## src/adcavg_defs.vh

```
// Purpose: Constants of the converter result averaging block.
// Assumes: Verilog-2005 and SystemVerilog includers; one 10 MHz clock.
// Notes:   Register offsets are word indices on the plain register port.
//
// How it works
// - Sum samples, divide, store in result.
// - Count code n up to 10 selects 2^n samples; reserved codes select one.
// - Sum widens one bit per doubling.
// - Above sixteen samples, auto shift keeps 16 bits.
// - Software coefficient adds further right shift.
// - Total shift is auto plus coefficient; log2 count gives 12 bits.
// - One result per group of samples.
// - Ready flag only after final result.
`ifndef ADCAVG_DEFS_VH
`define ADCAVG_DEFS_VH

// ****************************************************************
// Register map
// ****************************************************************
`define ADCAVG_ADDR_AVERAGE_CONTROL_REG   4'h0
`define ADCAVG_ADDR_CONTROL_C_REG     4'h1
`define ADCAVG_ADDR_RESULT    4'h2
`define ADCAVG_ADDR_INTERRUPT_FLAG_REG   4'h3
`define ADCAVG_ADDR_INTMASK   4'h4
`define ADCAVG_ADDR_STATUS    4'h5

// ****************************************************************
// Fields
// ****************************************************************
`define ADCAVG_CNT_LSB        0
`define ADCAVG_CNT_MSB        3
`define ADCAVG_ADJ_LSB        4
`define ADCAVG_ADJ_MSB        6
`define ADCAVG_RES_LSB        0
`define ADCAVG_RES_MSB        1
`define ADCAVG_RES_AVERAGE    2'h1
`define ADCAVG_CNT_MAX        4'hA
`define ADCAVG_AUTO_FREE      4'h4
`define ADCAVG_FLAG_READY     0
`define ADCAVG_FLAG_OVERRUN   1
`define ADCAVG_AVERAGE_CONTROL_REG_RESET  7'h00
`define ADCAVG_CONTROL_C_REG_RESET    2'h0

`endif

```

## src/adcavg_shift.v

```verilog
// Purpose: Combined automatic and programmed right shift of a sum.
// Assumes: Count code already limited to the supported range.
// Notes:   Purely combinational.
`timescale 1ns/1ns
`include "adcavg_defs.vh"

module adcavg_shift #(
  parameter ACC_W = 22,
  parameter OUT_W = 16
) (
  // Operands
  input  wire [ACC_W-1:0] sumIn,
  input  wire [3:0]       countCode,
  input  wire [2:0]       adjShift,
  // Result
  output wire [OUT_W-1:0] shiftedOut
);

  wire [3:0]       autoShift;
  wire [4:0]       totalShift;
  wire [ACC_W-1:0] shifted;

  assign autoShift = (countCode > `ADCAVG_AUTO_FREE) ?
                     (countCode - `ADCAVG_AUTO_FREE) : 4'h0;
  assign totalShift = {1'b0, autoShift} + {2'b00, adjShift};
  assign shifted    = sumIn >> totalShift;
  assign shiftedOut = shifted[OUT_W-1:0];

endmodule // adcavg_shift

```

## src/adcavg_regs.v

```verilog
// Purpose: Sticky interrupt flags with mask and write-one clear.
// Assumes: Event pulses come from logic on the same clock.
// Notes:   A set in the clearing cycle wins.
`timescale 1ns/1ns

module adcavg_regs #(
  parameter N = 2
) (
  // Clock and reset
  input  wire         clk,
  input  wire         srst,
  // Events and software access
  input  wire [N-1:0] eventIn,
  input  wire         clearWr,
  input  wire [N-1:0] clearData,
  input  wire         maskWr,
  input  wire [N-1:0] maskData,
  // State
  output reg  [N-1:0] flag_reg,
  output reg  [N-1:0] mask_reg,
  output wire         irq
);

  wire [N-1:0] flag_next;

  assign flag_next = (flag_reg & ~(clearWr ? clearData : {N{1'b0}}))
                     | eventIn;
  assign irq = |(flag_reg & mask_reg);

  always @(posedge clk) begin
    if (srst) begin
      flag_reg <= {N{1'b0}};
      mask_reg <= {N{1'b0}};
    end else begin
      flag_reg <= flag_next;
      if (maskWr) begin
        mask_reg <= maskData;
      end
    end
  end

endmodule // adcavg_regs

```

## src/adcavg_top.v

```verilog
// Purpose: Accumulates converter samples and delivers averaged results.
// Assumes: Samples arrive as one-cycle strobes on the same clock.
// Notes:   Reserved count codes act as a single sample.
`timescale 1ns/1ns
`include "adcavg_defs.vh"

module adcavg_top #(
  parameter SAMPLE_W = 12,
  parameter RESULT_W = 16,
  parameter ACC_W    = 22
) (
  // Clock and reset
  input  wire                clk,
  input  wire                srst,
  // Converter core
  input  wire                sampleValid,
  input  wire [SAMPLE_W-1:0] sampleData,
  // Register port
  input  wire [3:0]          regAddr,
  input  wire [31:0]         regWdata,
  input  wire                regWr,
  input  wire                regRd,
  output reg  [31:0]         regRdata,
  // Outputs
  output wire                irq,
  output wire                resultReady
);

  // ****************************************************************
  // Configuration registers
  // ****************************************************************
  reg  [3:0]          sampleCountSelect_reg;
  reg  [2:0]          divisionShiftCoefficient_reg;
  reg  [1:0]          resultResolutionSelect_reg;
  reg  [RESULT_W-1:0] result_reg;
  reg  [ACC_W-1:0]    acc_reg;
  reg  [10:0]         count_reg;
  reg                 resultReadyPulse_reg;
  reg                 overrun_reg;

  wire [3:0]          effCode;
  wire [10:0]         groupSize;
  wire                wrAvg;
  wire                wrCtrlc;
  wire [ACC_W-1:0]    sumNow;
  wire [RESULT_W-1:0] shiftedSum;
  wire                groupDone;
  wire [1:0]          flagReg;
  wire [1:0]          maskReg;

  // reserved codes fall back to one sample
  assign effCode = (sampleCountSelect_reg > `ADCAVG_CNT_MAX) ?
                   4'h0 : sampleCountSelect_reg;
  assign groupSize = 11'h001 << effCode;
  assign wrAvg   = regWr && (regAddr == `ADCAVG_ADDR_AVERAGE_CONTROL_REG);
  assign wrCtrlc = regWr && (regAddr == `ADCAVG_ADDR_CONTROL_C_REG);

  always @(posedge clk) begin
    if (srst) begin
      sampleCountSelect_reg        <= 4'h0;
      divisionShiftCoefficient_reg <= 3'h0;
      resultResolutionSelect_reg   <= `ADCAVG_CONTROL_C_REG_RESET;
    end else begin
      if (wrAvg) begin
        sampleCountSelect_reg <=
          regWdata[`ADCAVG_CNT_MSB:`ADCAVG_CNT_LSB];
        divisionShiftCoefficient_reg <=
          regWdata[`ADCAVG_ADJ_MSB:`ADCAVG_ADJ_LSB];
      end
      if (wrCtrlc) begin
        resultResolutionSelect_reg <=
          regWdata[`ADCAVG_RES_MSB:`ADCAVG_RES_LSB];
      end
    end
  end

  // ****************************************************************
  // Accumulator
  // ****************************************************************
  // sum widens with count
  assign sumNow = acc_reg + {{(ACC_W-SAMPLE_W){1'b0}}, sampleData};
  assign groupDone = sampleValid && ((count_reg + 11'h001) >= groupSize);

  adcavg_shift #(
    .ACC_W (ACC_W),
    .OUT_W (RESULT_W)
  ) uShift (
    .sumIn      (sumNow),
    .countCode  (effCode),
    .adjShift   (divisionShiftCoefficient_reg),
    .shiftedOut (shiftedSum)
  );

  // A config write restarts the group so no result mixes two settings.
  always @(posedge clk) begin
    if (srst) begin
      acc_reg              <= {ACC_W{1'b0}};
      count_reg            <= 11'h000;
      result_reg           <= {RESULT_W{1'b0}};
      resultReadyPulse_reg <= 1'b0;
      overrun_reg          <= 1'b0;
    end else begin
      resultReadyPulse_reg <= 1'b0;
      overrun_reg          <= 1'b0;
      if (wrAvg || wrCtrlc) begin
        acc_reg   <= {ACC_W{1'b0}};
        count_reg <= 11'h000;
      end else if (groupDone) begin
        result_reg           <= shiftedSum;
        resultReadyPulse_reg <= 1'b1;
        overrun_reg          <= flagReg[`ADCAVG_FLAG_READY];
        acc_reg              <= {ACC_W{1'b0}};
        count_reg            <= 11'h000;
      end else if (sampleValid) begin
        acc_reg   <= sumNow;
        count_reg <= count_reg + 11'h001;
      end
    end
  end

  // ****************************************************************
  // Interrupt flags
  // ****************************************************************
  adcavg_regs #(
    .N (2)
  ) uFlags (
    .clk       (clk),
    .srst      (srst),
    .eventIn   ({overrun_reg, resultReadyPulse_reg}),
    .clearWr   (regWr && (regAddr == `ADCAVG_ADDR_INTERRUPT_FLAG_REG)),
    .clearData (regWdata[1:0]),
    .maskWr    (regWr && (regAddr == `ADCAVG_ADDR_INTMASK)),
    .maskData  (regWdata[1:0]),
    .flag_reg  (flagReg),
    .mask_reg  (maskReg),
    .irq       (irq)
  );

  assign resultReady = flagReg[`ADCAVG_FLAG_READY];

  // ****************************************************************
  // Read port
  // ****************************************************************
  always @(posedge clk) begin
    if (srst) begin
      regRdata <= 32'h00000000;
    end else if (regRd) begin
      case (regAddr)
        `ADCAVG_ADDR_AVERAGE_CONTROL_REG:
          regRdata <= {25'h0000000, divisionShiftCoefficient_reg,
                       sampleCountSelect_reg};
        `ADCAVG_ADDR_CONTROL_C_REG:
          regRdata <= {30'h00000000, resultResolutionSelect_reg};
        `ADCAVG_ADDR_RESULT:
          regRdata <= {{(32-RESULT_W){1'b0}}, result_reg};
        `ADCAVG_ADDR_INTERRUPT_FLAG_REG:
          regRdata <= {30'h00000000, flagReg};
        `ADCAVG_ADDR_INTMASK:
          regRdata <= {30'h00000000, maskReg};
        `ADCAVG_ADDR_STATUS:
          regRdata <= {21'h000000, count_reg};
        default:
          regRdata <= 32'h00000000;
      endcase
    end else begin
      regRdata <= 32'h00000000;
    end
  end

endmodule // adcavg_top

```

## config.mk

```make
export PLATFORM = sky130hd
export DESIGN_NAME = adcavg_top
export DESIGN_NICKNAME = d
export VERILOG_FILES = /design/src/adcavg_shift.v /design/src/adcavg_regs.v /design/src/adcavg_top.v
export VERILOG_INCLUDE_DIRS = /design/src
export SDC_FILE = /design/constraint.sdc
export NUM_CORES = 1
export LEC_CHECK = 0
export BUFFER_PORTS_ARGS = -buffer_cell sky130_fd_sc_hd__buf_4
export CELL_PAD_IN_SITES_DETAIL_PLACEMENT = 0
export CELL_PAD_IN_SITES_GLOBAL_PLACEMENT = 2
export CORE_MARGIN = 2
export CORE_UTILIZATION = 37
export CTS_CLUSTER_DIAMETER = 60
export DETAILED_ROUTE_END_ITERATION = 8
export HOLD_SLACK_MARGIN = 0.05
export PLACE_DENSITY_LB_ADDON = 0.2
export SYNTH_ARGS = -nofsm -noshare
export SYNTH_HDL_FRONTEND = slang
export SYNTH_SLANG_ARGS = --single-unit
```

## constraint.sdc

```tcl
create_clock -name clk -period 8.8 [get_ports clk]
set_input_delay 0.44 -clock clk [delete_from_list [all_inputs] [get_ports clk]]
set_output_delay 0.44 -clock clk [all_outputs]
set_load 0.05 [all_outputs]
```

[After elaboration in Yosys (flattened, before gate mapping)]
Cells that the tools add are included.
Storage, ports and cells
  register bits: 96
  output and inout bits: 34
Cells by class
  $add $sub $neg: 4
  order comparisons: 3
  eq/ne operators: 5
  shift operators: 2
  multiplexer cells: 5
  bitwise gates (word level): 7
  reductions and logical operators: 13
Operator list (count)
  $pmux W16 S6: 1
  $add A22 B12 Y22: 1
  $shr A22 B5 Y16: 1
  $add A11 B1 Y11 const B: 1
  $ge A11 B11 Y1: 1
  $shl A1 B4 Y11 const A: 1
  $eq A4 B2 Y1 const B: 2
  $eq A4 B3 Y1 const B: 2
  $mux W4: 2
  $reduce_or A2 Y1: 3
  $reduce_or A3 Y1: 2
  $add A4 B3 Y5: 1
  $logic_and A1 B1 Y1: 5
  $and A2 B2 Y2: 2
  $eq A4 B1 Y1 const B: 1
  $gt A4 B3 Y1 const B: 1
  $gt A4 B4 Y1 const B: 1
  $logic_not A4 Y1: 1
  $sub A4 B3 Y4 const B: 1
  $not A1 Y1: 3
  $mux W2: 1
  $not A2 Y2: 1
  $or A2 B2 Y2: 1
  $reduce_and A2 Y1: 1
  2 further kinds: 2

[Depth between registers and ports, before layout]
  word-level depth: 7
  mapped depth: 16
  gate-level depth less buffers: 15

[Modules after synthesis]
A second synthesis with hierarchy kept.
Second synthesis, totals
  cell total of the unflattened synthesis: 676
  area total of the unflattened synthesis: 5716.7 µm²
By module, submodules not included
  adcavg_top: instances 1, cells each 511, area each 4408.0 µm²
  adcavg_shift: instances 1, cells each 150, area each 1159.9 µm²
  adcavg_regs: instances 1, cells each 15, area each 148.9 µm²

[Least setup slack after synthesis]
No wires, ideal clock.
  kind: reg-to-reg
  start: register sampleCountSelect_reg[1]
  end: register result_reg[3]
  library setup time: 0.117 ns
  arrival time: 3.166 ns
  required time: 8.683 ns
  path slack: 5.518 ns
  stages on the path, launching flop included: 12
  buffers on the path: 3
  path through: dfxtp_1 > clkbuf_1 > nor2_1 > o21a_1 > ha_1 > fa_1 > clkbuf_1 > clkbuf_1 > mux2i_1 > a21oi_1 > mux4_2 > a22o_1
Between the ends
  longest elaborated chain between the ends: 6
  elaborated cells on any way between the ends: 11
Ends and longest elaborated chain
  from (decl): line adcavg_top.v:32  | reg [3:0] sampleCountSelect_reg;
  from (signal assigned): line adcavg_top.v:65  | sampleCountSelect_reg <=
  $gt A4 B4 Y1 (no source line)
  $mux W4 *: line adcavg_top.v:52  | assign effCode = (sampleCountSelect_reg > `ADCAVG_CNT_MAX) ?
  $sub A4 B3 Y4 (no source line), or another cell as far along
  $mux W4 / $ge A11 B11 Y1 (equally long branches): line adcavg_shift.v:23, adcavg_top.v:82
  $add A4 B3 Y5 / $logic_and A1 B1 Y1 (equally long branches): line adcavg_shift.v:25, adcavg_top.v:82
  $shr A22 B5 Y16 / $reduce_and A2 Y1 (equally long branches)
  to (signal assigned): line adcavg_top.v:99  | result_reg <= {RESULT_W{1'b0}};
  to (signal assigned): line adcavg_top.v:109  | result_reg <= shiftedSum;
  to (decl): line adcavg_top.v:35  | reg [RESULT_W-1:0] result_reg;
Every way passes the cells marked *; elsewhere a longest branch is shown, timed or not.
A chain may end at the register's enable or synchronous reset.

[Final worst setup path]
  start: register count_reg[0]
  end: register result_reg[6]
Between the ends
  longest elaborated chain between the ends: 4
Ends and longest elaborated chain
  from (decl): line adcavg_top.v:37  | reg [10:0] count_reg;
  from (signal assigned): line adcavg_top.v:116  | count_reg <= count_reg + 11'h001;
  $add A11 B1 Y11: line adcavg_top.v:82  | assign groupDone = sampleValid && ((count_reg + 11'h001) >= groupSize);
  $ge A11 B11 Y1: line adcavg_top.v:82
  $logic_and A1 B1 Y1: line adcavg_top.v:82
  $reduce_and A2 Y1 (no source line)
Every way passes these cells.

==> metrics.txt <==
WHS Endpoint sampleCountSelect_reg[2]; CP dominant cell by count and3_1; synthesized area 5810 um2; crit-path max cell delay between 600 and 700 ps; Setup Fix Bufs, Post-CTS 0; Fin Setup TNS 0 ps; P_sw ~0.31 mW; P_int about 0.71 mW; DRC Markers 0; max FFs per register 22; Syn-to-layout area delta 12.7%; CP Max Fanout 10; critical-path cell list and3_1 -> and3_1 -> and3_1 -> nand3_1 -> xnor2_1 -> ha_1 -> nand4_1 -> nor3_1 -> a2111oi_0 -> a211oi_1 -> nor2_1 -> nor2_1 -> o211a_1 -> nor3_1; Placed Area between 6000 and 7000 um2; Leak Pwr ~2.7 nW; DIE HEIGHT ~130 um; Layout Cells excl Fill ~950; CTS Root Cell clkbuf_16; largest net degree at the start of global routing 34; clk buf depth 2; share of layout cells above drive strength 1 0.133; Routed WL ~17,000 um; post_cts resized 0; MaxCap Viol Count 0; routed len/inst about 18 um; R2R Setup Slk about 4600 ps; Die Wd 129 um; Max-Slew Margin vs Limit 0.456; Seq cells post-synth 80; die area around 17,000 um2; Reg-to-Reg End result_reg[6]; Yosys top cell by area dfxtp_1; TritonCTS clock tree done; Critical Path End Type flip-flop; sequential area share after synthesis 0.276; DR pass1 iterations 5; H-Tree Depth 3; placed wire-length estimate around 12,000 um; row count between 40 and 50; antenna-violating nets left 0; Reg-to-Reg Start count_reg[0]; Critical Path RT between 9000 and 10,000 ps; TritonCTS Buffers 9; Power, Total between 1 and 1.5 mW; Setup CP Type reg2reg; Routability Congestion approximately 0.85; Slew @ Worst Pin just under 800 ps; # IOs 87; Port Buf Inserts 45; Cell variety after synth 79; clk_lat worst skew ~360 ps; Area contributors post-synth dfxtp_1 28%, nor2_1 6.8%, ha_1 5.8%, mux2i_1 5.2%, xor2_1 4.2%; antenna violations before repair 0; Synth Flop Type dfxtp_1; top cell type's share of synthesized area 0.276; Setup violations, final 0; Buf+Inv Stages, Crit Path 0; Core Region approximately 15,000 um2; CTS clk-pin slew, worst paths about 70 ps; starting density of the core 0.381; Hold Crit Start regWdata[2]; GRT overflow 0; Hold Buf Count CTS 0; all-layer global routing usage 0.204; Comb power frac 0.192; dpl cells 931; commonest non-fill, non-tap cells in the layout 106 x nor2_1, 80 x dfxtp_1, 56 x nand2_1; Cells after Synth between 700 and 800; crit path time final ~4200 ps; Pwr per Cell Area about 160 nW/um2; Layout Skew 13.1 ps; Worst path slowest cell a2111oi_0; status finished clean; clk sinks 80; drt via density 5.51; sequential power share 0.384; final hold vios 0; clock share of power 0.424; final instance area 6550 um2; Post-synth EDFFs 0; commonest non-fill, non-tap cell in the layout nor2_1; diode count 0; unrepaired setup endpoints after global routing false; part of the cycle the worst path needs 0.472; Worst Setup Start Kind flip-flop; Async SR Flop Fraction 0; mean post-synth cell area a little over 8 um2; DR iter-0 viols slightly above 400; Hold Crit Depth 3; fmax about 240 MHz; Worst R2R Path Depth 14; Final Max Tran Viols 0; peak supply drop between 0.09 and 0.1 mV; global-route wire length before repair 26,800 um; via count between 5,000 and 6,000; Worst EP arrival ~4400 ps; synth warn 0; Worst Hold Class in2reg; sw frac 0.305; nets just over 800; Crit path max-delay family simple AND/OR/NAND/NOR gates; vias in the first global route 5,048
==> Yosys cell counts (10+ instances only) <==
cell type,instances
o211ai_1,12
buf_4,16
mux2i_1,30
dfxtp_1,80
o21ai_0,19
nor3_1,11
nand4_1,10
and2_1,12
clkbuf_1,37
nand2_1,56
a211oi_1,15
a22oi_1,12
nor2_1,106
and3_1,10
xor2_1,28
ha_1,27
xnor2_1,18
nand3_1,17
a21oi_1,32
==> stage by stage <==
stage	util	setup slack, ps	hold slack [ps]
3_3_place_gp	0.407	4810	416
4_1_cts	0.429	4720	322
3_5_place_dp	0.407	4750	430
2_1_floorplan	-	5520	413
6_report	0.429	4650	329
5_1_grt	0.429	4320	339
==> worst max-delay path by stage <==
stage	from	cells after the start	to
floorplan	sampleCountSelect_reg[1]	11	result_reg[3]
global placement	sampleCountSelect_reg[2]	11	result_reg[3]
detailed placement	count_reg[0]	14	result_reg[6]
CTS	count_reg[0]	14	result_reg[6]
global route	count_reg[0]	14	result_reg[6]
finish	count_reg[0]	14	result_reg[6]
==> power by group through the flow <==
| stage | sequential (mW) | clock [mW] | combinational (mW) |
|---|---|---|---|
| after floorplan | 0.396 | 0 | 0.150 |
| after global placement | 0.399 | 0 | 0.194 |
| after detailed placement | 0.400 | 0 | 0.195 |
| after CTS | 0.391 | 0.444 | 0.196 |
| after global routing | 0.393 | 0.456 | 0.216 |
| final | 0.391 | 0.432 | 0.195 |
==> worst register-to-register path, cell delays in order (launching register included) <==
cell and delay [ps]:
dfxtp_1 510, and3_1 260, and3_1 240, and3_1 310, nand3_1 120, xnor2_1 160, ha_1 320, nand4_1 90
nor3_1 50, a2111oi_0 690, a211oi_1 190, nor2_1 580, nor2_1 200, o211a_1 190, nor3_1 150
==> per-layer routing <==
metal	up-vias	share of wire	track usage
met4	0	0.034	0.0838
met1	2429	0.47	0.261
met2	147	0.46	0.341
li1	2615	-	-
met5	-	0	0
met3	25	0.039	0.0372
==> area by class of cell <==
cell class              count  area (um2)
well taps                 211         264
inverters                  10        37.5
clock inverters             7         108
flip-flops and latches     80        1600
fillers                  1571        8710
clock buffers               9         225
multi-input cells         578        3920
repair buffers             52         390
==> cells by family (layout without fill, tap and decap cells) <==
group / after synthesis / in the layout / share of synthesized area
AO/OA/AOI/OAI: 176 / 176 / 0.220
XOR/XNOR: 46 / 46 / 0.0693
adder cells (fa/ha/maj): 29 / 29 / 0.0650
buffers and inverters: 72 / 78 / 0.0594
flip-flops: 80 / 80 / 0.276
multiplexers: 45 / 45 / 0.0924
other: 1 / 16 / 0.000645
AND/OR/NAND/NOR: 266 / 266 / 0.217
(Power assumes the default switching activity.)
